File: src/logic/acsp_pkg.sv
// Constants, field layout and timing counts for the converter serial port.
// Assumes a single 100 MHz ref_clk on both ends.
// Notes on behaviour
// - spanning access reads n-1, config governs n+1
// - host stops all clocking before safe-access time
// - at full rate access fits acquisition plus safe
// - slow rate: any clock speed, acquisition first
// - no access while conversion start is high
// - host splits spanning access into two bursts
// - 14-bit word shifted in MSB first, rising edges
// - capture depends on serial clock edges only
// - writes accepted in conversion, acquisition, both
// - new word takes effect at conversion end
// - one-deep delay between write and use
// - host runs two dummy conversions after power-up
// - data-in high two conversions loads all ones
// - all-ones selects scan of eight inputs, defaults
// - word fields at fixed bit positions
// - update bit zero discards word, one overwrites
// - three-bit field selects input arrangement
package acsp_pkg;
    localparam int CLK_MHZ = 100;
    localparam int CFG_W = 14;
    localparam int RESULT_W = 16;
    localparam int OUT_W = 30;

    localparam int UPD_BIT = 13;
    localparam int ARR_HI = 12;
    localparam int ARR_LO = 10;
    localparam int CH_HI = 9;
    localparam int CH_LO = 7;
    localparam int FILT_BIT = 6;
    localparam int REF_HI = 5;
    localparam int REF_LO = 3;
    localparam int SCAN_HI = 2;
    localparam int SCAN_LO = 1;
    localparam int ECHO_BIT = 0;

    localparam logic [13:0] CFG_DEFAULT = 14'h3fff;
    localparam logic [13:0] CFG_RESET = 14'h0000;
    localparam logic [2:0] LAST_CHANNEL = 3'h7;

    localparam int CONV_TIME_NS = 1600;
    localparam int DATA_TIME_NS = 1200;
    localparam int GO_HIGH_NS = 100;
    localparam int SCLK_HALF_NS = 80;
    localparam logic [7:0] CONV_CYC = 8'((CONV_TIME_NS * CLK_MHZ) / 1000);
    localparam logic [7:0] DATA_CYC = 8'((DATA_TIME_NS * CLK_MHZ) / 1000);
    localparam logic [7:0] GO_HIGH_CYC = 8'((GO_HIGH_NS * CLK_MHZ + 999) / 1000);
    localparam logic [3:0] SCLK_HALF_CYC = 4'((SCLK_HALF_NS * CLK_MHZ + 999) / 1000);
    localparam logic [7:0] SYNC_MARGIN = 8'h04;

    localparam logic [1:0] PRIME_CONVS = 2'h2;
    localparam logic [1:0] DEFAULT_RUN = 2'h2;
    localparam logic [4:0] CFG_EDGES = 5'h0e;
    localparam logic [4:0] EDGES_PLAIN = 5'h10;
    localparam logic [4:0] EDGES_ECHO = 5'h1e;
    localparam logic [4:0] BURST2_EDGES = 5'h06;

    localparam logic [11:0] OFS_CTRL = 12'h000;
    localparam logic [11:0] OFS_CFGW = 12'h004;
    localparam logic [11:0] OFS_STAT = 12'h008;
    localparam logic [11:0] OFS_RESULT = 12'h00c;
    localparam logic [11:0] OFS_ECHO = 12'h010;
    localparam int CTRL_START = 0;
    localparam int CTRL_ECHO = 1;
    localparam int CTRL_PRELOAD = 2;
endpackage

File: src/logic/acsp_if.sv
// Four-wire link between converter and host controller.
// No clock inside: both ends sample their incoming pins on their own ref_clk.
`timescale 1ns/1ps
interface acsp_if;
    logic conversionStart;
    logic serialClock;
    logic dataIn;
    logic dataOut;
    modport device (
        input conversionStart,
        input serialClock,
        input dataIn,
        output dataOut
    );
    modport host (
        output conversionStart,
        output serialClock,
        output dataIn,
        input dataOut
    );
endinterface

File: src/logic/acsp_edge_sync.sv
// Two-stage synchroniser with edge detection for one link pin.
// Assumes the pin is asynchronous to ref_clk.
`timescale 1ns/1ps
module acsp_edge_sync (
    input wire logic ref_clk,
    input wire logic rst,
    input wire logic pinIn,
    output logic level,
    output logic rise,
    output logic fall
);
    logic meta_q;
    logic level_q;
    logic prev_q;

    always_ff @(posedge ref_clk) begin
        if (rst) begin
            meta_q <= 1'b0;
            level_q <= 1'b0;
            prev_q <= 1'b0;
        end else begin
            meta_q <= pinIn;
            level_q <= meta_q;
            prev_q <= level_q;
        end
    end

    assign level = level_q;
    assign rise = level_q & ~prev_q;
    assign fall = ~level_q & prev_q;
endmodule

File: src/logic/acsp_device.sv
// Converter end of the serial port: configuration capture, staging,
// conversion timing, channel scan and serial result output.
// Assumes the host keeps its own timing; the analog result is modelled
// by the converted channel and a running sample count.
`timescale 1ns/1ps
module acsp_device (
    input wire logic ref_clk,
    input wire logic rst,
    acsp_if.device link,
    output logic [13:0] activeConfig,
    output logic configValid,
    output logic convBusy,
    output logic convDone,
    output logic [2:0] convChannel,
    output logic [2:0] inputArrangement,
    output logic filterBandwidth,
    output logic [2:0] referenceSelect,
    output logic [1:0] scanControl,
    output logic configEcho
);
    logic goLevel;
    logic goRise;
    logic sclkRise;
    logic sclkFall;
    logic dinLevel;

    acsp_edge_sync goSync (
        .ref_clk(ref_clk),
        .rst(rst),
        .pinIn(link.conversionStart),
        .level(goLevel),
        .rise(goRise),
        .fall()
    );

    acsp_edge_sync sclkSync (
        .ref_clk(ref_clk),
        .rst(rst),
        .pinIn(link.serialClock),
        .level(),
        .rise(sclkRise),
        .fall(sclkFall)
    );

    acsp_edge_sync dinSync (
        .ref_clk(ref_clk),
        .rst(rst),
        .pinIn(link.dataIn),
        .level(dinLevel),
        .rise(),
        .fall()
    );

    logic convBusy_q;
    logic [7:0] convCnt_q;
    logic convDone_q;
    logic [13:0] active_q;
    logic [13:0] convCfg_q;
    logic [13:0] inShift_q;
    logic [4:0] inCnt_q;
    logic [13:0] pending_q;
    logic pendingValid_q;
    logic dinSawLow_q;
    logic [1:0] highRun_q;
    logic [1:0] primeCnt_q;
    logic [2:0] scanChan_q;
    logic [2:0] chan_q;
    logic [12:0] sampleCnt_q;
    logic [29:0] outShift_q;

    // a conversion starts on the rising edge of the start line
    wire convStart = goRise & ~convBusy_q;
    wire convEnd = convBusy_q && (convCnt_q == acsp_pkg::CONV_CYC - 8'h01);

    // the serial port is deselected while the start line is high
    wire portOpen = ~goLevel;
    wire takeBit = sclkRise & portOpen & (inCnt_q < acsp_pkg::CFG_EDGES);
    wire [13:0] shiftedWord = {inShift_q[12:0], dinLevel};
    wire wordDone = takeBit && (inCnt_q == acsp_pkg::CFG_EDGES - 5'h01);

    // a word is only applied when its update bit asks for it
    wire applyWord = pendingValid_q & pending_q[acsp_pkg::UPD_BIT];
    wire dinHighPeriod = ~dinSawLow_q & dinLevel;
    wire applyDefault = dinHighPeriod && (highRun_q == acsp_pkg::DEFAULT_RUN - 2'h1);
    wire [13:0] nextActive = applyWord ? pending_q :
                             applyDefault ? acsp_pkg::CFG_DEFAULT : active_q;
    wire cfgChanged = applyWord | applyDefault;

    wire scanOn = active_q[acsp_pkg::SCAN_HI:acsp_pkg::SCAN_LO] != 2'h0;
    wire [2:0] lastChan = active_q[acsp_pkg::CH_HI:acsp_pkg::CH_LO];
    wire [2:0] useChan = scanOn ? scanChan_q : lastChan;
    wire [2:0] scanNext = (scanChan_q >= lastChan) ? 3'h0 : scanChan_q + 3'h1;
    // readback of the configuration is off when its bit is one
    wire echoOn = ~convCfg_q[acsp_pkg::ECHO_BIT];
    wire [13:0] echoWord = echoOn ? convCfg_q : 14'h0000;

    always_ff @(posedge ref_clk) begin
        if (rst) begin
            convBusy_q <= 1'b0;
            convCnt_q <= 8'h00;
            convDone_q <= 1'b0;
        end else begin
            convDone_q <= convEnd;
            if (convStart) begin
                convBusy_q <= 1'b1;
                convCnt_q <= 8'h00;
            end else if (convEnd) begin
                convBusy_q <= 1'b0;
            end else if (convBusy_q) begin
                convCnt_q <= convCnt_q + 8'h01;
            end
        end
    end

    // capture is paced by serial clock edges alone, so any host rate works whose clock phases each outlast a ref_clk cycle
    always_ff @(posedge ref_clk) begin
        if (rst) begin
            inShift_q <= 14'h0000;
            inCnt_q <= 5'h00;
            pending_q <= acsp_pkg::CFG_RESET;
            pendingValid_q <= 1'b0;
        end else if (convEnd) begin
            // a partial word is dropped here; an edge in this cycle is lost
            inCnt_q <= 5'h00;
            pendingValid_q <= 1'b0;
        end else if (takeBit) begin
            inShift_q <= shiftedWord;
            inCnt_q <= inCnt_q + 5'h01;
            if (wordDone) begin
                pending_q <= shiftedWord;
                pendingValid_q <= 1'b1;
            end
        end
    end

    // staged word replaces the active one only when a conversion ends
    always_ff @(posedge ref_clk) begin
        if (rst) begin
            active_q <= acsp_pkg::CFG_RESET;
            dinSawLow_q <= 1'b0;
            highRun_q <= 2'h0;
            primeCnt_q <= 2'h0;
        end else if (convEnd) begin
            active_q <= nextActive;
            // a low seen in the boundary cycle already counts for the next period
            dinSawLow_q <= ~dinLevel;
            highRun_q <= (dinHighPeriod && !applyDefault) ? highRun_q + 2'h1 : 2'h0;
            if (primeCnt_q != acsp_pkg::PRIME_CONVS) begin
                primeCnt_q <= primeCnt_q + 2'h1;
            end
        end else if (!dinLevel) begin
            dinSawLow_q <= 1'b1;
        end
    end

    // the settings in force are frozen at each conversion start
    always_ff @(posedge ref_clk) begin
        if (rst) begin
            convCfg_q <= acsp_pkg::CFG_RESET;
            chan_q <= 3'h0;
            scanChan_q <= 3'h0;
        end else if (convEnd && cfgChanged) begin
            scanChan_q <= 3'h0;
        end else if (convStart) begin
            convCfg_q <= active_q;
            chan_q <= useChan;
            scanChan_q <= scanOn ? scanNext : 3'h0;
        end
    end

    // result of conversion n is read during acquisition n+1 and after
    always_ff @(posedge ref_clk) begin
        if (rst) begin
            sampleCnt_q <= 13'h0000;
            outShift_q <= 30'h00000000;
        end else if (convEnd) begin
            sampleCnt_q <= sampleCnt_q + 13'h0001;
            outShift_q <= {chan_q, sampleCnt_q, echoWord};
        end else if (sclkFall && portOpen) begin
            outShift_q <= {outShift_q[28:0], 1'b0};
        end
    end

    assign link.dataOut = outShift_q[29];
    assign activeConfig = active_q;
    assign configValid = primeCnt_q == acsp_pkg::PRIME_CONVS;
    assign convBusy = convBusy_q;
    assign convDone = convDone_q;
    assign convChannel = chan_q;
    // field decode of the word in force
    assign inputArrangement = active_q[acsp_pkg::ARR_HI:acsp_pkg::ARR_LO];
    assign filterBandwidth = active_q[acsp_pkg::FILT_BIT];
    assign referenceSelect = active_q[acsp_pkg::REF_HI:acsp_pkg::REF_LO];
    assign scanControl = active_q[acsp_pkg::SCAN_HI:acsp_pkg::SCAN_LO];
    assign configEcho = active_q[acsp_pkg::ECHO_BIT];
endmodule

File: src/flat_wrapper.sv
// flat-port wrapper written by rule: the top's interface ports become plain ports
module acsp_device_flat 
  (ref_clk, rst, activeConfig, configValid, convBusy, convDone, convChannel, inputArrangement, filterBandwidth, referenceSelect, scanControl, configEcho, link_conversionStart, link_serialClock, link_dataIn, link_dataOut);
  acsp_if link_i ();
  input wire logic ref_clk;
  input wire logic rst;
  output logic [13:0] activeConfig;
  output logic configValid;
  output logic convBusy;
  output logic convDone;
  output logic [2:0] convChannel;
  output logic [2:0] inputArrangement;
  output logic filterBandwidth;
  output logic [2:0] referenceSelect;
  output logic [1:0] scanControl;
  output logic configEcho;
  input wire logic [$bits(link_i.conversionStart)-1:0] link_conversionStart;
  input wire logic [$bits(link_i.serialClock)-1:0] link_serialClock;
  input wire logic [$bits(link_i.dataIn)-1:0] link_dataIn;
  output wire logic [$bits(link_i.dataOut)-1:0] link_dataOut;
  assign link_i.conversionStart = link_conversionStart;
  assign link_i.serialClock = link_serialClock;
  assign link_i.dataIn = link_dataIn;
  assign link_dataOut = link_i.dataOut;
  acsp_device u_core (.ref_clk(ref_clk), .rst(rst), .link(link_i), .activeConfig(activeConfig), .configValid(configValid), .convBusy(convBusy), .convDone(convDone), .convChannel(convChannel), .inputArrangement(inputArrangement), .filterBandwidth(filterBandwidth), .referenceSelect(referenceSelect), .scanControl(scanControl), .configEcho(configEcho));
endmodule
File: config.mk
export PLATFORM = sky130hd
export DESIGN_NAME = acsp_device_flat
export DESIGN_NICKNAME = d
export VERILOG_FILES = /design/src/logic/acsp_pkg.sv /design/src/logic/acsp_if.sv /design/src/logic/acsp_edge_sync.sv /design/src/logic/acsp_device.sv /design/src/flat_wrapper.sv
export SDC_FILE = /design/constraint.sdc
export NUM_CORES = 1
export LEC_CHECK = 0
export ABC_CLOCK_PERIOD_IN_PS = 2800
export BUFFER_PORTS_ARGS = -buffer_cell sky130_fd_sc_hd__buf_4
export CORE_ASPECT_RATIO = 1.25
export CORE_UTILIZATION = 50
export DETAILED_ROUTE_END_ITERATION = 8
export HOLD_SLACK_MARGIN = 0.12
export PLACE_DENSITY = 0.67
export SLEW_MARGIN = 10
export SYNTH_ARGS = -nofsm -noshare
export SYNTH_HDL_FRONTEND = slang
export SYNTH_HIERARCHICAL = 1
export SYNTH_SLANG_ARGS = --single-unit
File: constraint.sdc
create_clock -name ref_clk -period 2.8 [get_ports ref_clk]
set_input_delay 0.56 -clock ref_clk [delete_from_list [all_inputs] [get_ports ref_clk]]
set_output_delay 0.56 -clock ref_clk [all_outputs]
set_load 0.05 [all_outputs]
---- After elaboration in Yosys (flattened, before gate mapping) ----
Cells that the tools add are included.
storage, ports and cells
  flip-flop bits (word level) ............. 133
  bits of input ports ..................... 5
  RAM bits ................................ 0
  ROM bits ................................ 0
  memories kept ........................... 0
  latch bits .............................. 0
operators by class
  multipliers ............................. 0
  $add $sub $neg .......................... 6
  multiplexer cells ....................... 13
  eq/ne operators ......................... 6
  reduce and logical (&&, ||, !) cells .... 21
  shift-type cells ........................ 0
  bitwise gates (word level) .............. 18
  div/mod/pow operators ................... 0
  $lt $le $gt $ge ......................... 2
operators by type and width
  kind                                                                     number
  30-bit 2-to-1 mux                                                        2
  14-bit 2-to-1 mux                                                        3
  13-bit by 1-bit adder with 13-bit output, second input constant          1
  2-bit AND reduction                                                      6
  3-bit 2-to-1 mux                                                         3
  1-bit inverter                                                           9
  8-bit by 1-bit adder with 8-bit output, second input constant            1
  1-bit AND                                                                8
  8-bit equality test, second input constant                               1
  2-bit nonzero test                                                       4
  1-bit logical AND                                                        6
  2-bit OR reduction                                                       3
  5-bit by 1-bit adder with 5-bit output, second input constant            1
  5-bit by 4-bit equality test with 1-bit output, second input constant    1
  5-bit by 4-bit < comparator with 1-bit output, second input constant     1
  2-bit by 1-bit adder with 2-bit output, second input constant            2
  1-bit 2-to-1 mux                                                         4
  3-bit by 1-bit adder with 3-bit output, second input constant            1
  3-bit greater-or-equal comparator                                        1
  3-bit AND reduction                                                      1
  2-bit by 1-bit equality test with 1-bit output, second input constant    1
  2-bit equality test, second input constant                               1
  2-bit 2-to-1 mux                                                         1
  2-bit by 1-bit inequality test with 1-bit output, second input constant  1
  3 further kinds                                                          3

---- Longest topological paths before layout ----
  depth in word-level cells ............... 7
  gate-level depth with buffers ........... 7
  gate-level depth less buffers ........... 6

---- Modules after synthesis ----
The synthesis kept the hierarchy.
modules (own cells, without submodules)
  module          area each (um^2)  cells an instance  times used  sequential area each (um^2)
  acsp_device     5,227.5           572                1           2,482.4
  acsp_edge_sync  91.3              8                  3           60.1

---- Worst setup path before layout ----
No wires, ideal clock.
  kind .................................... register to register
  from .................................... register u_core.convBusy_q (netlist: u_core/convBusy)
  to ...................................... register u_core.sampleCnt_q[9]
  library setup time ...................... 0.070 ns
  slack ................................... 0.678 ns
  buffers on the path ..................... 1
  stages on the path, launching flop included .. 6
  required time ........................... 2.730 ns
  arrival ................................. 2.052 ns
  cells stage by stage .................... dfxtp_1 nand4_4 or3_1 clkbuf_2 or4_1 a21oi_1
between the ends
  cells in the longest elaborated chain, start to end .. 1
ends and longest elaborated chain
  what                    RTL line            source
  start, declared         acsp_device.sv:54   logic convBusy_q;
  start signal, assigned  acsp_device.sv:99   convBusy_q <= 1'b0;
  start signal, assigned  acsp_device.sv:105  convBusy_q <= 1'b1;
  start signal, assigned  acsp_device.sv:108  convBusy_q <= 1'b0;
  1-bit logical AND       acsp_device.sv:73   wire convEnd = convBusy_q && (convCnt_q == acsp_pkg::CONV_CYC - 8'h01);
  end signal, assigned    acsp_device.sv:177  sampleCnt_q <= sampleCnt_q + 13'h0001;
  end, declared           acsp_device.sv:68   logic [12:0] sampleCnt_q;
Every way passes these cells.
A chain may end at the register's enable or synchronous reset.

---- Final worst setup path ----
  from .................................... register u_core.convCnt_q[0]
  to ...................................... register u_core.sampleCnt_q[10]
between the ends
  cells in the longest elaborated chain, start to end .. 2
ends and longest elaborated chain
  what                    RTL line            source
  start, declared         acsp_device.sv:55   logic [7:0] convCnt_q;
  start signal, assigned  acsp_device.sv:110  convCnt_q <= convCnt_q + 8'h01;
  8-bit equality test     acsp_device.sv:73
  1-bit logical AND       acsp_device.sv:73
Every way passes these cells.

==> impl_metrics.py <==
metrics = {
    "status": {
        "outcome": "complete, no violations",
    },
    "synthesis": {
        "synth_cells": 591,
        "post_synth_instance_area_um2": 5460,
        "ys_warn_count": 6,
        "mappedNetlistNets": 606,
        "synth_area_per_cell_um2": 9.23,
    },
    "sta": {
        "setup_tns_ns": 0,
        "layout_min_cycle_time_ns": 2.19,
        "relSlewSlack": 0.364,
        "rsz0062_at_grt": "no",
        "maxSlewViolCount": 0,
        "tightestPinTransition_ns": 0.954,
        "timing.final.crit_share": 0.782,
        "fin_hold_ws_ns": 0.371,
        "total_of_endpoints_with_negative_setup_slack_in_the_final_report": 0,
        "setup_ws_ns": 0.609,
        "hold_viol_final": 0,
        "achievable-frequency_mhz": 456,
        "finClkSkew_ns": 0.0113,
    },
    "critical_path": {
        "r2r_cells": 6,
        "cp_max_fo": 38,
        "reg2reg_from": "u_core/convCnt_q[0]",
        "r2r_setup_slack_ns": 0.61,
        "timing.critical_path.from_type": "flop",
        "cp_data_arrival_time_ns": 2.45,
        "timing.critical_path.to_type": "flop",
        "timing_worst_setup_path_type": "flop to flop",
        "reg2reg_end": "u_core/sampleCnt_q[10]",
        "required_time_at_the_endpoint_of_the_critical_path_ns": 3.06,
    },
    "clocking": {
        "cts.repair.resized": 0,
        "cts_tree": "yes",
        "clock_tree.root_cell": "clkbuf_16",
        "clkTransAtPathRegs_ns": 0.05,
        "clock_latency_ns": 0.40,
        "post_cts_hold_buffer_count": 0,
        "cts.htree.levels": 4,
        "tritoncts_num_sinks": 132,
        "numCtsBuffers": 17,
        "post_cts_setup_buffers": 0,
        "cts-root-to-sink-buffers": 2,
    },
    "place": {
        "dp_cells": 718,
        "dpl_cell_area_um2": 5740,
        "detail_placement_hpwl_mm": 7.13,
        "routabilityCongestion": 0.744,
        "portBuffers": 35,
        "pre_cts_slack_ns": 0.632,
    },
    "pwr": {
        "total_leakage_power_nw": 2.45,
        "power_density_nw_per_um2": 693,
        "post-layout-total-power_mw": 4.44,
        "ir_worst_vdd_uv": 333,
    },
    "min_path": {
        "timing.hold.worst_endpoint": "u_core/dinSync/meta_q",
        "hold_path.startpoint": "link_dataIn",
        "hold_path_depth": 2,
        "min_path_type": "input pin to flop",
    },
    "global_route": {
        "first_pass_grt_wire_length_mm": 18.6,
        "grt_start_max_net_pins": 51,
        "overflow": 0,
        "initial_antenna_violation_count": 0,
        "grt_pass1_vias": 3975,
        "grt_util_all_layers": 0.208,
    },
    "detailed_routing": {
        "met2RoutedLength_mm": 5.61,
        "m1WireLength_mm": 5.13,
        "totalWireLength_mm": 11.1,
        "num_vias": 4193,
        "ant_nets": 0,
        "highest_metal_layer_with_signal_wires": "met4",
        "vias_per_cell": 5.59,
        "drt_iter0_markers": 194,
        "drt_pass1_iterations": 7,
        "met3WireLength_um": 307,
        "detail_route.drc_violations": 0,
        "detail_route.wl_per_cell_um": 14.8,
    },
    "floorplan": {
        "chipWidth_um": 95.4,
        "rows": 42,
        "io_pins": 36,
        "core_region_area_um2": 10600,
        "effective_utilization_at_floorplan": 0.514,
        "die-height_um": 119,
        "design.die.area_um2": 11300,
    },
    "finish": {
        "post_layout_nonfiller_instances": 750,
        "drive_gt1_frac": 0.134,
        "postLayoutCellArea_um2": 6400,
        "flow.area_growth_from_synthesis_pct": 17.3,
        "final_nets": 620,
        "layout.core_utilization": 0.603,
        "diodes": 0,
    },
    "run": {
        "maxCapViolations": 0,
    },
}
==> power by group <==
group	switching (mW)	internal [mW]	total (mW)	leakage, nW
clock network	0.756	1.68	2.43	0.317
registers	0.00969	1.89	1.90	1.07
logic	0.0714	0.0338	0.105	1.07
==> metal layers <==
metal,vias to the layer above,GRT usage
met2,74,0.340
li1,2105,-
met5,-,0
met3,6,0.0470
met4,0,0.0756
met1,2008,0.265
==> critical path: stages (launching register included) <==
cell	delay, ns
dfxtp_1	0.37
ha_1	0.26
and4_1	0.31
nand2_2	0.27
buf_12	0.28
o41ai_1	0.44
a21oi_1	0.11
==> placed cells by master (no fill, tap or decap), types with 3 or more instances in the layout <==
master / instances
dfxtp_1: 132
nor2_1: 61
nand2_1: 45
mux2i_1: 43
buf_4: 42
a21oi_1: 41
nand2b_1: 31
nand3_1: 24
o21ai_0: 19
a211oi_1: 18
clkbuf_16: 17
o22ai_1: 13
nor2b_1: 13
o2bb2ai_1: 12
ha_1: 10
inv_1: 9
xnor2_1: 8
xor2_1: 6
or3_1: 6
bufinv_16: 5
clkbuf_8: 4
o211ai_1: 4
nor4_1: 4
clkbuf_1: 3
nor3_1: 3
nand4_1: 3
a311oi_1: 3
o31ai_1: 3
a41oi_1: 3
==> how the worst max path moves through the flow <==
stage                                   start                     end  slack (ns)  cells after the start
after CTS                 u_core/convCnt_q[0]  u_core/sampleCnt_q[10]        0.59                      6
final                     u_core/convCnt_q[0]  u_core/sampleCnt_q[10]        0.61                      6
after detailed placement  u_core/convCnt_q[0]    u_core/outShift_q[4]        0.63                      5
after floorplan               u_core/convBusy   u_core/sampleCnt_q[9]        0.68                      5
after global placement    u_core/convCnt_q[0]    u_core/outShift_q[6]        0.73                      5
after global routing      u_core/convCnt_q[7]    u_core/outShift_q[9]        0.32                      4
==> state kept, by name, indices dropped and copies added (netlist names), 2 cells and up <==
signal,cells
u_core/outShift_q,29
u_core/activeConfig,14
u_core/convCfg_q,14
u_core/pending_q,14
u_core/inShift_q,13
u_core/sampleCnt_q,13
u_core/convCnt_q,8
u_core/inCnt_q,5
u_core/convChannel,3
u_core/scanChan_q,3
u_core/highRun_q,2
u_core/primeCnt_q,2
==> area by class of cell <==
class | instances | area, um^2
Clock buffer | 24 | 492
Clock inverter | 8 | 170
Fill cell | 947 | 4210
Inverter | 9 | 33.8
Multi-Input combinational cell | 402 | 2560
Sequential cell | 132 | 2640
Tap cell | 132 | 165
Timing Repair Buffer | 43 | 335
Power figures use the tool's default switching activity.
